**config.mk**
```make
export PLATFORM = sky130hd
export DESIGN_NAME = lsle_top
export DESIGN_NICKNAME = d
export VERILOG_FILES = /design/src/core/lsle_sync3.v /design/src/core/lsle_lane_ctl.v /design/src/core/lsle_top.v
export VERILOG_INCLUDE_DIRS = /design/src /design/src/core
export SDC_FILE = /design/constraint.sdc
export NUM_CORES = 1
export LEC_CHECK = 0
export ABC_CLOCK_PERIOD_IN_PS = 2800
export CORE_ASPECT_RATIO = 0.9
export CORE_UTILIZATION = 66
export DETAILED_ROUTE_END_ITERATION = 10
export DONT_BUFFER_PORTS = 1
export PLACE_DENSITY = 0.82
export SLEW_MARGIN = 20
export SYNTH_ARGS = -nofsm -noshare
export SYNTH_HDL_FRONTEND = slang
export SYNTH_SLANG_ARGS = --single-unit
```
**constraint.sdc**
```tcl
create_clock -name pclk -period 2.8 [get_ports pclk]
set_input_delay 0.28 -clock pclk [delete_from_list [all_inputs] [get_ports pclk]]
set_output_delay 0.28 -clock pclk [all_outputs]
set_load 0.005 [all_outputs]
```
**src/core/lsle_defs.vh**
```
`ifndef LSLE_DEFS_VH
`define LSLE_DEFS_VH
// ==========================================================
// register byte addresses (index times four)
`define LSLE_IDX_STATUS 12'h208
`define LSLE_IDX_PWR 12'h209
`define LSLE_IDX_SPARE 12'h20a
`define LSLE_IDX_CTRL 12'h20b
`define LSLE_ADDR_STATUS 14'h0820
`define LSLE_ADDR_PWR 14'h0824
`define LSLE_ADDR_SPARE 14'h0828
`define LSLE_ADDR_CTRL 14'h082c
// ==========================================================
// status fields
`define LSLE_ST_LINK_UP 6
`define LSLE_ST_SYNC 5
`define LSLE_ST_REALIGN 4
`define LSLE_ST_PHASE_SET 3
`define LSLE_ST_PLL_LOCK 2
// ==========================================================
// power-down fields
`define LSLE_PD_B 1
`define LSLE_PD_A 0
// ==========================================================
// control fields (link enable, format, test pattern)
`define LSLE_CT_EN 0
`define LSLE_CT_FMT_LO 8
`define LSLE_CT_FMT_HI 13
`define LSLE_CT_TST_LO 16
`define LSLE_CT_TST_HI 20
// ==========================================================
// reset values and pattern codes
`define LSLE_RST_BYTE 8'h00
`define LSLE_RST_CTRL 32'h00000000
`define LSLE_TST_OFF 5'h00
`define LSLE_TST_RAMP 5'h04
`define LSLE_TST_TRANSPORT 5'h05
`endif

```
**src/core/lsle_sync3.v**
```verilog
`timescale 1ns/1ps
module lsle_sync3 (
    pclk,
    presetn,
    ce,
    din,
    dout
);
input wire pclk;
input wire presetn;
input wire ce;
input wire din;
output reg dout;
reg s1_r;
reg s2_r;
reg s3_r;
// ==========================================================
// three stages; output follows once stages two and three agree
always @(posedge pclk or negedge presetn) begin
    if (!presetn) begin
        s1_r <= 1'b0;
        s2_r <= 1'b0;
        s3_r <= 1'b0;
        dout <= 1'b0;
    end else if (ce) begin
        s1_r <= din;
        s2_r <= s1_r;
        s3_r <= s2_r;
        if (s2_r == s3_r) begin
            dout <= s3_r;
        end
    end
end
endmodule

```
**src/core/lsle_lane_ctl.v**
```verilog
`timescale 1ns/1ps
`include "lsle_defs.vh"
module lsle_lane_ctl (
    link_on,
    base_lanes,
    spare_mask,
    spare_ser_on,
    test_sel,
    lane_clk_en,
    ser_clk_en,
    lane_ramp
);
input wire link_on;
input wire [7:0] base_lanes;
input wire [7:1] spare_mask;
input wire spare_ser_on;
input wire [4:0] test_sel;
output wire [7:0] lane_clk_en;
output wire [7:0] ser_clk_en;
output wire [7:0] lane_ramp;
wire [7:0] want;
wire [7:0] ser_want;
wire ramp_sel;
assign ramp_sel = (test_sel == `LSLE_TST_OFF) || (test_sel == `LSLE_TST_TRANSPORT);
assign want[0] = link_on & base_lanes[0];
assign ser_want[0] = want[0];
assign ser_clk_en[0] = ser_want[0];
assign lane_ramp[0] = 1'b0;
genvar n;
generate
    for (n = 1; n < 8; n = n + 1) begin : g_lane
        // spare lanes only under an enabled, powered link
        assign want[n] = link_on & (base_lanes[n] | spare_mask[n]);
        assign ser_want[n] = link_on & (base_lanes[n] | (spare_mask[n] & spare_ser_on));
        // a serializer is clocked only with all lower lanes on
        assign ser_clk_en[n] = ser_want[n] & (&ser_want[n-1:0]);
        assign lane_ramp[n] = want[n] & ~base_lanes[n] & ramp_sel;
    end
endgenerate
assign lane_clk_en = want;
endmodule

```
**src/core/lsle_top.v**
```verilog
// Design decision made here: register access over APB.
`timescale 1ns/1ps
`include "lsle_defs.vh"
module lsle_top (
    pclk,
    presetn,
    ce,
    psel,
    penable,
    pwrite,
    paddr,
    pwdata,
    pstrb,
    prdata,
    pready,
    pslverr,
    sync_req_n,
    pll_locked,
    link_established,
    sysref_phase_shift,
    sysref_event,
    base_lanes,
    chan_a_bound,
    chan_b_bound,
    chan_a_power_off,
    chan_b_power_off,
    dig_chan_power_off,
    link_power_off,
    link_enable,
    link_format_select,
    link_test_pattern_select,
    lane_clk_en,
    ser_clk_en,
    lane_ramp
);
input wire pclk;
input wire presetn;
input wire ce;
input wire psel;
input wire penable;
input wire pwrite;
input wire [13:0] paddr;
input wire [31:0] pwdata;
input wire [3:0] pstrb;
output reg [31:0] prdata;
output wire pready;
output wire pslverr;
input wire sync_req_n;
input wire pll_locked;
input wire link_established;
input wire sysref_phase_shift;
input wire sysref_event;
input wire [7:0] base_lanes;
input wire [3:0] chan_a_bound;
input wire [3:0] chan_b_bound;
output reg chan_a_power_off;
output reg chan_b_power_off;
output reg [3:0] dig_chan_power_off;
output reg link_power_off;
output wire link_enable;
output wire [5:0] link_format_select;
output wire [4:0] link_test_pattern_select;
output wire [7:0] lane_clk_en;
output wire [7:0] ser_clk_en;
output wire [7:0] lane_ramp;

reg [1:0] pwr_r;
reg [7:0] spare_r;
reg [31:0] ctrl_r;
reg realign_r;
reg realign_nxt;
reg phase_set_r;
reg phase_set_nxt;
reg armed_r;
reg en_d_r;
reg [31:0] rd_nxt;
wire sync_s;
wire lock_s;
wire up_s;
wire wr_acc;
wire rd_acc;
wire hit_status;
wire hit_pwr;
wire hit_spare;
wire hit_ctrl;
wire hit_any;
wire [7:0] status_val;

// ==========================================================
// pin synchronisers for link-side levels
lsle_sync3 u_sync_req (
    .pclk(pclk),
    .presetn(presetn),
    .ce(ce),
    .din(sync_req_n),
    .dout(sync_s)
);
lsle_sync3 u_pll (
    .pclk(pclk),
    .presetn(presetn),
    .ce(ce),
    .din(pll_locked),
    .dout(lock_s)
);
lsle_sync3 u_up (
    .pclk(pclk),
    .presetn(presetn),
    .ce(ce),
    .din(link_established),
    .dout(up_s)
);

// ==========================================================
// apb decode; zero wait states, unmapped addresses give pslverr
assign pready = 1'b1;
assign hit_status = (paddr == `LSLE_ADDR_STATUS);
assign hit_pwr = (paddr == `LSLE_ADDR_PWR);
assign hit_spare = (paddr == `LSLE_ADDR_SPARE);
assign hit_ctrl = (paddr == `LSLE_ADDR_CTRL);
assign hit_any = hit_status | hit_pwr | hit_spare | hit_ctrl;
assign pslverr = psel & penable & ~hit_any;
assign wr_acc = ce & psel & penable & pwrite & hit_any;
assign rd_acc = ce & psel & ~penable & ~pwrite;

// live bits read current condition; writes cannot reach them
assign status_val = {1'b0, up_s, sync_s, realign_r, phase_set_r, lock_s, 2'b00};

always @* begin
    rd_nxt = 32'h00000000;
    if (hit_status) begin
        rd_nxt = {24'h000000, status_val};
    end else if (hit_pwr) begin
        rd_nxt = {30'h00000000, pwr_r};
    end else if (hit_spare) begin
        rd_nxt = {24'h000000, spare_r};
    end else if (hit_ctrl) begin
        rd_nxt = ctrl_r;
    end
end

// ==========================================================
// sticky sysref flags; a new event wins over a same-cycle clear
always @* begin
    realign_nxt = realign_r;
    phase_set_nxt = phase_set_r;
    if (wr_acc && hit_status && pstrb[0]) begin
        if (pwdata[`LSLE_ST_REALIGN]) begin
            realign_nxt = 1'b0;
        end
        if (pwdata[`LSLE_ST_PHASE_SET]) begin
            phase_set_nxt = 1'b0;
        end
    end
    if (sysref_phase_shift && !link_power_off) begin
        realign_nxt = 1'b1;
    end
    if (sysref_event && armed_r && !link_power_off) begin
        phase_set_nxt = 1'b1;
    end
end

// ==========================================================
// register file
always @(posedge pclk or negedge presetn) begin
    if (!presetn) begin
        pwr_r <= 2'b00;
        spare_r <= `LSLE_RST_BYTE;
        ctrl_r <= `LSLE_RST_CTRL;
        realign_r <= 1'b0;
        phase_set_r <= 1'b0;
        armed_r <= 1'b0;
        en_d_r <= 1'b0;
        prdata <= 32'h00000000;
    end else if (ce) begin
        realign_r <= realign_nxt;
        phase_set_r <= phase_set_nxt;
        en_d_r <= ctrl_r[`LSLE_CT_EN];
        // arm on encoder enable, disarm after first sysref
        if (ctrl_r[`LSLE_CT_EN] && !en_d_r) begin
            armed_r <= 1'b1;
        end else if (!ctrl_r[`LSLE_CT_EN] || (sysref_event && !link_power_off)) begin
            armed_r <= 1'b0;
        end
        if (rd_acc) begin
            prdata <= rd_nxt;
        end
        if (wr_acc && pstrb[0]) begin
            if (hit_pwr) begin
                pwr_r <= pwdata[1:0];
            end
            if (hit_spare) begin
                spare_r <= pwdata[7:0];
            end
            if (hit_ctrl) begin
                ctrl_r[7:0] <= pwdata[7:0];
            end
        end
        if (wr_acc && hit_ctrl) begin
            if (pstrb[1]) begin
                ctrl_r[15:8] <= pwdata[15:8];
            end
            if (pstrb[2]) begin
                ctrl_r[23:16] <= pwdata[23:16];
            end
            if (pstrb[3]) begin
                ctrl_r[31:24] <= pwdata[31:24];
            end
        end
    end
end

assign link_enable = ctrl_r[`LSLE_CT_EN];
assign link_format_select = ctrl_r[`LSLE_CT_FMT_HI:`LSLE_CT_FMT_LO];
assign link_test_pattern_select = ctrl_r[`LSLE_CT_TST_HI:`LSLE_CT_TST_LO];

// ==========================================================
// power-down outputs, registered
always @(posedge pclk or negedge presetn) begin
    if (!presetn) begin
        chan_a_power_off <= 1'b0;
        chan_b_power_off <= 1'b0;
        dig_chan_power_off <= 4'h0;
        link_power_off <= 1'b0;
    end else if (ce) begin
        chan_a_power_off <= pwr_r[`LSLE_PD_A];
        chan_b_power_off <= pwr_r[`LSLE_PD_B];
        // a bound digital channel follows its converter; the link stays up unless both converters are off
        dig_chan_power_off <= ({4{pwr_r[`LSLE_PD_A]}} & chan_a_bound)
            | ({4{pwr_r[`LSLE_PD_B]}} & chan_b_bound);
        link_power_off <= pwr_r[`LSLE_PD_A] & pwr_r[`LSLE_PD_B];
    end
end

// ==========================================================
// lane and serializer enables
lsle_lane_ctl u_lanes (
    .link_on(ctrl_r[`LSLE_CT_EN] & ~link_power_off),
    .base_lanes(base_lanes),
    .spare_mask(spare_r[7:1]),
    .spare_ser_on(spare_r[0]),
    .test_sel(ctrl_r[`LSLE_CT_TST_HI:`LSLE_CT_TST_LO]),
    .lane_clk_en(lane_clk_en),
    .ser_clk_en(ser_clk_en),
    .lane_ramp(lane_ramp)
);

endmodule

```
# Yosys cells after proc, flatten, opt, wreduce, memory -nomap -nowiden
# Cells that the tools add are included.
[op_classes] eq_ne=8 bitwise_logic=84 muxes=12 n_reduce_logical=39
[op_table] cell="$mux W32" count=4
[op_table] cell="$eq A14 B12 Y1 const B" count=4
[op_table] cell="$and A1 B1 Y1" count=53
[op_table] cell="$reduce_and A3 Y1" count=9
[op_table] cell="$or A1 B1 Y1" count=17
[op_table] cell="$reduce_and A2 Y1" count=6
[op_table] cell="$not A1 Y1" count=11
[op_table] cell="$reduce_bool A2 Y1" count=5
[op_table] cell="$logic_and A1 B1 Y1" count=9
[op_table] cell="$and A4 B4 Y4" count=2
[op_table] cell="$mux W1" count=8
[op_table] cell="$reduce_and A7 Y1" count=1
[op_table] cell="$reduce_and A6 Y1" count=1
[op_table] cell="$eq A5 B3 Y1 const B" count=1
[op_table] cell="$logic_not A5 Y1" count=1
[op_table] cell="$reduce_and A5 Y1" count=1
[op_table] cell="$or A4 B4 Y4" count=1
[op_table] cell="$reduce_and A4 Y1" count=1
[op_table] cell="$eq A1 B1 Y1" count=3
[op_table] cell="$logic_not A1 Y1" count=3
[op_table] cell="$logic_or A1 B1 Y1" count=2
[word_totals] ff_bits=97 inputBits=77 elab_cells=170

# Depth between registers and ports, before layout
# Gate-level depths: netlist (run 1).
[logic_depth] word_depth=9 depth_mapped=7

# Hierarchy
# Synthesis (run 1) repeated with hierarchy kept, for this count alone.
[hier_totals] hier_cells=346 hier_area_um2=4349.2
[modules_own_cells] mod="lsle_top" area_each_um2=3564.7 seq_area_each_um2=2127.0 cells_each=267 instances=1
[modules_own_cells] mod="lsle_sync3" area_each_um2=156.4 seq_area_each_um2=100.1 cells_each=10 instances=3
[modules_own_cells] mod="lsle_lane_ctl" area_each_um2=315.3 seq_area_each_um2=0.0 cells_each=49 instances=1

# Worst setup path before layout (run 1)
# Ideal clock, no wire load.
[synth_timing] path_type="flip-flop to output port" startpoint="reg link_power_off" endpoint="out ser_clk_en[7]" t_arrival_ns=1.377 required_time_ns=2.520 slack_ns=1.143 stages_incl_launch_ff=5 cell_sequence="dfrtp_1 > nand3b_1 > nor3_1 > nand3_1 > a211oi_1"
[synth_via] elab_chain_cells=5
[synth_lines] item="start: declaration" line="lsle_top.v:59" text="output reg link_power_off;"
[synth_lines] item="start signal: assignment" line="lsle_top.v:230" text="link_power_off <= pwr_r[`LSLE_PD_A] & pwr_r[`LSLE_PD_B];"
[synth_lines] item="$not A1 Y1 (*)" line="lsle_top.v:237" text=".link_on(ctrl_r[`LSLE_CT_EN] & ~link_power_off),"
[synth_lines] item="$and A1 B1 Y1 (*)" line="lsle_top.v:237"
[synth_lines] item="$and A1 B1 Y1 (on tied branches)" line="lsle_lane_ctl.v:25, lsle_lane_ctl.v:34"
[synth_lines] item="$reduce_and A7 Y1" line="lsle_lane_ctl.v:36" text="assign ser_clk_en[n] = ser_want[n] & (&ser_want[n-1:0]);"
[synth_lines] item="$and A1 B1 Y1 (*)" line="lsle_lane_ctl.v:36"
[synth_lines] item="end: declaration" line="lsle_top.v:64" text="output wire [7:0] ser_clk_en;"
# Mark *: on every way between the ends. The rest lies on a longest branch, timed or not.

# Final worst setup path (run 1)
[layout_timing] startpoint="reg ctrl_r[18]" endpoint="out lane_ramp[2]"
[layout_via] elab_chain_cells=3
[layout_lines] item="start: declaration" line="lsle_top.v:69" text="reg [31:0] ctrl_r;"
[layout_lines] item="start signal: assignment" line="lsle_top.v:168" text="ctrl_r <= `LSLE_RST_CTRL;"
[layout_lines] item="start signal: assignment" line="lsle_top.v:203" text="ctrl_r[23:16] <= pwdata[23:16];"
[layout_lines] item="$eq A5 B3 Y1 (no source line) / $logic_not A5 Y1 (equally long branches)"
[layout_lines] item="$logic_or A1 B1 Y1 (*)" line="lsle_lane_ctl.v:24" text="assign ramp_sel = (test_sel == `LSLE_TST_OFF) || (test_sel == `LSLE_TST_TRANSPORT);"
[layout_lines] item="$and A1 B1 Y1 (*)" line="lsle_lane_ctl.v:37" text="assign lane_ramp[n] = want[n] & ~base_lanes[n] & ramp_sel;"
[layout_lines] item="end: declaration" line="lsle_top.v:65" text="output wire [7:0] lane_ramp;"
# Marked as above.

==> results of run 1 <==
## flip-flops by register name (all words and copies together), names as in the netlist, 2 cells and up
signal and cells:
pwr_r 2, spare_r 8, dig_chan_power_off 4, prdata 32, ctrl_r 32
## Yosys cell counts (5+ instances only)
cell type / instances / area (um^2)
o21ai_0: 16 / 80.1
nand3_1: 7 / 35.0
o21ai_1: 5 / 25.0
dfrtp_1: 97 / 2430
nand2_1: 13 / 48.8
a21oi_1: 13 / 65.1
a32oi_1: 5 / 43.8
mux2_2: 20 / 225
nor3b_1: 7 / 52.6
a22oi_1: 6 / 45.0
mux2i_1: 5 / 50.1
buf_2: 6 / 30.0
mux2_4: 32 / 480
inv_1: 9 / 33.8
a22o_1: 25 / 219
buf_4: 17 / 128
nor2_1: 21 / 78.8
## cell type report
type,instances,area [um^2]
Sequential cell,97,2430
Fill cell,451,1890
Multi-Input combinational cell,211,1810
Clock buffer,10,138
Tap cell,90,113
Clock inverter,6,80.1
Timing Repair Buffer,5,62.6
Inverter,10,37.5
## power by group
part / leakage [nW] / internal (mW) / switching [mW] / total, mW
sequential: 1.32 / 1.44 / 0.0310 / 1.47
combinational: 0.832 / 0.0493 / 0.0672 / 0.116
clock: 0.107 / 0.455 / 0.506 / 0.960
## metrics by stage
stage / util / setup slack, ps / cell area, um^2 / std cells / total power [mW]
floorplan: - / 1140 / 4480 / 348 / 1.57
global placement: 0.672 / 762 / 4400 / 410 / 1.58
detailed placement: 0.672 / 704 / 4400 / 410 / 1.58
CTS: 0.712 / 303 / 4670 / 429 / 2.57
global route: 0.712 / 170 / 4670 / 429 / 2.65
finish: 0.712 / 220 / 4670 / 429 / 2.55
## metal layers
layer | vias to the layer above | GRT usage | wire [um]
met2 | 142 | 0.444 | 4510
met5 | - | 0 | 0
met1 | 1315 | 0.338 | 3750
met3 | 9 | 0.0976 | 874
met4 | 0 | 0.0565 | 57
li1 | 1214 | - | -
## placed cells by master (no fill, tap or decap), types with 3 or more instances in the layout
cell type	Yosys	final
nor3b_1	7	7
nor3_1	3	3
nand2_1	13	13
a22oi_1	6	6
a32oi_1	5	5
clkbuf_8	0	10
a21oi_1	13	13
inv_6	0	3
nor2_1	21	21
mux2i_1	5	5
o21ai_1	5	5
o21ai_0	16	16
o31ai_1	3	3
a22o_1	25	25
mux2_4	32	32
nand3_1	7	7
nand3_4	4	4
dfrtp_1	97	97
and4_1	3	3
mux2_2	20	20
inv_1	9	9
## kinds of logic (layout without fill, tap and decap cells)
group           count (synthesis)  count (layout)  share of synthesized area
other cells                     2               2                    0.00168
buf+inv                        40              31                     0.0545
xor+xnor                        1               1                    0.00196
compound gates                 74              74                      0.113
mux                            59              59                      0.174
simple gates                   75              75                      0.113
flops                          97              97                      0.542
## worst register-to-register path, stage by stage (launching register included)
cell and delay, ps:
dfrtp_1 490, mux2_2 310, a22oi_1 260, o31ai_1 100
## path summary, 6_finish.rpt
kind	to	startpoint
setup / recovery	lane_ramp[2]	ctrl_r[18]$_DFFE_PN0P_
hold / removal	link_power_off$_DFFE_PN0P_	ce
setup reg to reg	prdata[1]$_DFFE_PN0P_	pwr_r[1]$_DFFE_PN0P_
hold reg to reg	prdata[24]$_DFFE_PN0P_	ctrl_r[24]$_DFFE_PN0P_
max in group asynchronous	prdata[1]$_DFFE_PN0P_	presetn
min in group asynchronous	prdata[25]$_DFFE_PN0P_	presetn
## repair_timing
action	CTS	global route
endpoints found under the setup margin	0	0
endpoints found under the hold margin	101	0
hold buffers	3	0
resized for setup	0	0
==> impl_metrics.env, run 1 <==
export IMPL_hold_class="in2reg"
export IMPL_synth_edf_count=0
export IMPL_clk_latency_ps=350
export IMPL_synth_area_mm2=0.00448
export IMPL_max_slew_margin=0.432
export IMPL_drv_slew=0
export IMPL_dr_total_vias=2680
export IMPL_synth_sequential_area_ratio=0.542
export IMPL_cts_buffers=9
export IMPL_dp_hpwl_mm=6.28
export IMPL_crit_fanout=6
export IMPL_arrival_ps=2300
export IMPL_slowest_delay_ps=650
export IMPL_grt_pass1_vias=2666
export IMPL_ys_seq_elements=97
export IMPL_overflow=0
export IMPL_worst_pin_slew_ps=844
export IMPL_drt_iter0_drc=143
export IMPL_skew_ps=12.0
export IMPL_timing_fmax_mhz=388
export IMPL_io_pins=154
export IMPL_cts_root_buffer="clkbuf_8"
export IMPL_p_leak_nw=2.26
export IMPL_hold_slack_ps=20.3
export IMPL_cp_required_ps=2520
export IMPL_clk_pin_slew_ps=100
export IMPL_core_mm2=0.00655
export IMPL_crit_path_end_kind="output port"
export IMPL_ir_drop_mv=0.563
export IMPL_viasPerCell=6.25
export IMPL_yosys_warnings=0
export IMPL_diodes=0
export IMPL_grt_use_total=0.268
export IMPL_power_density_mw_per_mm2=546
export IMPL_h_tree_depth=3
export IMPL_firstDrtPassIters=4
export IMPL_avgSynthCellArea_um2=12.9
export IMPL_yosysUniqueCellTypes=42
export IMPL_row_count=28
export IMPL_dieHeight_um=80.2
export IMPL_route_detailed_drc=0
export IMPL_grt_max_degree=98
export IMPL_nets=411
export IMPL_postSynthCellCount=348
export IMPL_cp_num_cells=4
export IMPL_wirelength_mm=9.18
export IMPL_fin_setup_tns_ps=0
export IMPL_status="completed"
export IMPL_routedWlPerCell_um=21.4
export IMPL_ys_async_sr_fraction=1.00
export IMPL_max_cap_violations=0
export IMPL_cts_tree="yes"
export IMPL_io_buffer_count=0
export IMPL_initial_core_util=0.684
export IMPL_hold_depth=1
export IMPL_drive_gt1_frac=0.239
export IMPL_criticalPathCategory="reg2out"
export IMPL_die_area_mm2=0.00712
export IMPL_reg2reg_depth=3
export IMPL_slowest_stage="nor4_1"
export IMPL_die_w_um=88.8
export IMPL_cts_sinks=97
export IMPL_setup_viol_count_final=0
export IMPL_cts_setup_buffers=0
export IMPL_cp_cell_sequence="xor2_1 > nor4_1 > nand2_1 > nor3b_1"
export IMPL_clockBufferDepth=2
export IMPL_postRouteAntennaNets=0
export IMPL_place_congestion=0.797
export IMPL_reg2reg_slack_ps=1500
export IMPL_timing_final_crit_share=0.922
export IMPL_fin_crit_ps=2580
export IMPL_rsz0062_at_grt="false"
export IMPL_crit_buf_inv=0
export IMPL_critPathTopFamily="simple AND/OR/NAND/NOR gates"
export IMPL_synthFlopType="dfrtp_1"
export IMPL_synth_nets=425
export IMPL_hold_viol_final=0
export IMPL_area_delta_synth_final_pct=4.16
export IMPL_antenna_found_initial=0
export IMPL_crit_path_start_kind="flip-flop"
export IMPL_grt_first_pass_wirelength_mm=13.9
Power figures use the tool's default switching activity.
==> inputs of run 2 (changes only) <==
==> constraint.sdc (replaced) <==
create_clock -name pclk -period 2.8 [get_ports pclk]
set_input_delay 0.56 -clock pclk [delete_from_list [all_inputs] [get_ports pclk]]
set_output_delay 0.56 -clock pclk [all_outputs]
set_load 0.005 [all_outputs]
==> impl_metrics.env, run 2 (synthesis results as in run 1) <==
export IMPL_setup_ws_ps=285
export IMPL_antenna_found_initial=0
export IMPL_arrival_ps=1960
export IMPL_firstDrtPassIters=4
export IMPL_initial_core_util=0.684
export IMPL_cts_root_buffer="clkbuf_8"
export IMPL_routedWlPerCell_um=21.2
export IMPL_fin_setup_tns_ps=0
export IMPL_grt_first_pass_wirelength_mm=13.8
export IMPL_setup_viol_count_final=0
export IMPL_rsz0062_at_grt="false"
export IMPL_postRouteAntennaNets=0
export IMPL_max_cap_violations=0
export IMPL_final_common_cell="dfrtp_1"
export IMPL_wirelength_mm=9.01
export IMPL_clk_latency_ps=350
export IMPL_cts_buffers=9
export IMPL_criticalPathCategory="reg2out"
export IMPL_place_congestion=0.827
export IMPL_io_buffer_count=0
export IMPL_die_w_um=88.8
export IMPL_final_cell_mix="dfrtp_1 (97), mux2_4 (32), a22o_1 (25), nor2_1 (21), mux2_2 (20)"
export IMPL_hold_slack_ps=-110
export IMPL_p_leak_nw=2.24
export IMPL_cts_setup_buffers=0
export IMPL_grt_pass1_vias=2689
export IMPL_crit_path_start_kind="flip-flop"
export IMPL_skew_ps=8.29
export IMPL_timing_fmax_mhz=398
export IMPL_viasPerCell=6.29
export IMPL_row_count=28
export IMPL_h_tree_depth=3
export IMPL_io_pins=154
export IMPL_overflow=0
export IMPL_cts_sinks=97
export IMPL_die_area_mm2=0.00712
export IMPL_biggestRegsByFlops="ctrl_r (32), prdata (32), spare_r (8)"
export IMPL_worst_pin_slew_ps=591
export IMPL_dr_total_vias=2673
export IMPL_dieHeight_um=80.2
export IMPL_grt_max_degree=98
export IMPL_crit_fanout=6
export IMPL_core_mm2=0.00655
export IMPL_drv_slew=0
export IMPL_timing_final_crit_share=0.898
export IMPL_drive_gt1_frac=0.236
export IMPL_area_delta_synth_final_pct=3.10
export IMPL_hold_viol_final=97
export IMPL_crit_path_end_kind="output port"
export IMPL_dp_hpwl_mm=6.48
export IMPL_diodes=0
export IMPL_grt_use_total=0.263
export IMPL_clk_pin_slew_ps=90
export IMPL_fin_crit_ps=2520
export IMPL_power_density_mw_per_mm2=546
export IMPL_clockBufferDepth=2
export IMPL_cp_required_ps=2240
export IMPL_hold_class="in2async"
export IMPL_violations="negative hold slack"
export IMPL_route_detailed_drc=0
export IMPL_dp_slack_ps=616
export IMPL_ir_drop_mv=0.404
export IMPL_drt_iter0_drc=101
export IMPL_max_slew_margin=0.606
export IMPL_status="finished, violations left"
export IMPL_cts_resized=0
export IMPL_cts_tree="yes"
export IMPL_nets=409
-- run 2: cell type report --
class | count | area, um^2
sequential | 97 | 2430
fill | 461 | 1930
multi-input combinational | 211 | 1810
clock buffer | 9 | 124
tap | 90 | 113
clock inverter | 5 | 86.3
inverter | 10 | 37.5
timing repair buffer | 3 | 22.5
-- run 2: worst paths after layout --
path / start / endpoint / slack, ps / cells after the start
setup / recovery: ctrl_r[18]$_DFFE_PN0P_ / lane_ramp[3] / 280 / 5
hold / removal: presetn / prdata[25]$_DFFE_PN0P_ / -110 / 0
setup reg to reg: pwr_r[1]$_DFFE_PN0P_ / prdata[1]$_DFFE_PN0P_ / 1580 / 3
hold reg to reg: ctrl_r[24]$_DFFE_PN0P_ / prdata[24]$_DFFE_PN0P_ / 500 / 1
max in group asynchronous: presetn / prdata[3]$_DFFE_PN0P_ / 2800 / 0
min in group pclk: ce / dig_chan_power_off[0]$_DFFE_PN0P_ / 290 / 1
-- run 2: worst max-delay path, cell delays in order (launching register included) --
cell and delay (ps):
dfrtp_1 450, xor2_1 180, nor4_1 350, buf_4 200, nand2_1 140, nor3b_1 290
-- run 2: power breakdown --
part | internal (mW) | leakage [nW] | switching (mW)
sequential | 1.44 | 1.32 | 0.0343
combinational | 0.0434 | 0.815 | 0.0410
clock | 0.503 | 0.107 | 0.461
total | 1.99 | 2.24 | 0.536
-- run 2: layer usage --
| metal | share of wire | vias up | global-route usage | wire, um |
|---|---|---|---|---|
| met5 | 0 | - | 0 | 0 |
| met4 | 0.014 | 0 | 0.0613 | 125 |
| met3 | 0.084 | 10 | 0.0946 | 754 |
| met2 | 0.48 | 124 | 0.421 | 4300 |
| met1 | 0.42 | 1326 | 0.341 | 3830 |
| li1 | - | 1213 | - | - |
-- run 2: per-stage QoR --
step	instance area (um^2)	cells	utilization	power, mW
2_1_floorplan	4480	348	-	1.57
3_3_place_gp	4410	411	0.673	1.58
3_5_place_dp	4410	411	0.673	1.58
4_1_cts	4620	425	0.705	2.54
5_1_grt	4620	425	0.705	2.62
6_report	4620	425	0.705	2.52
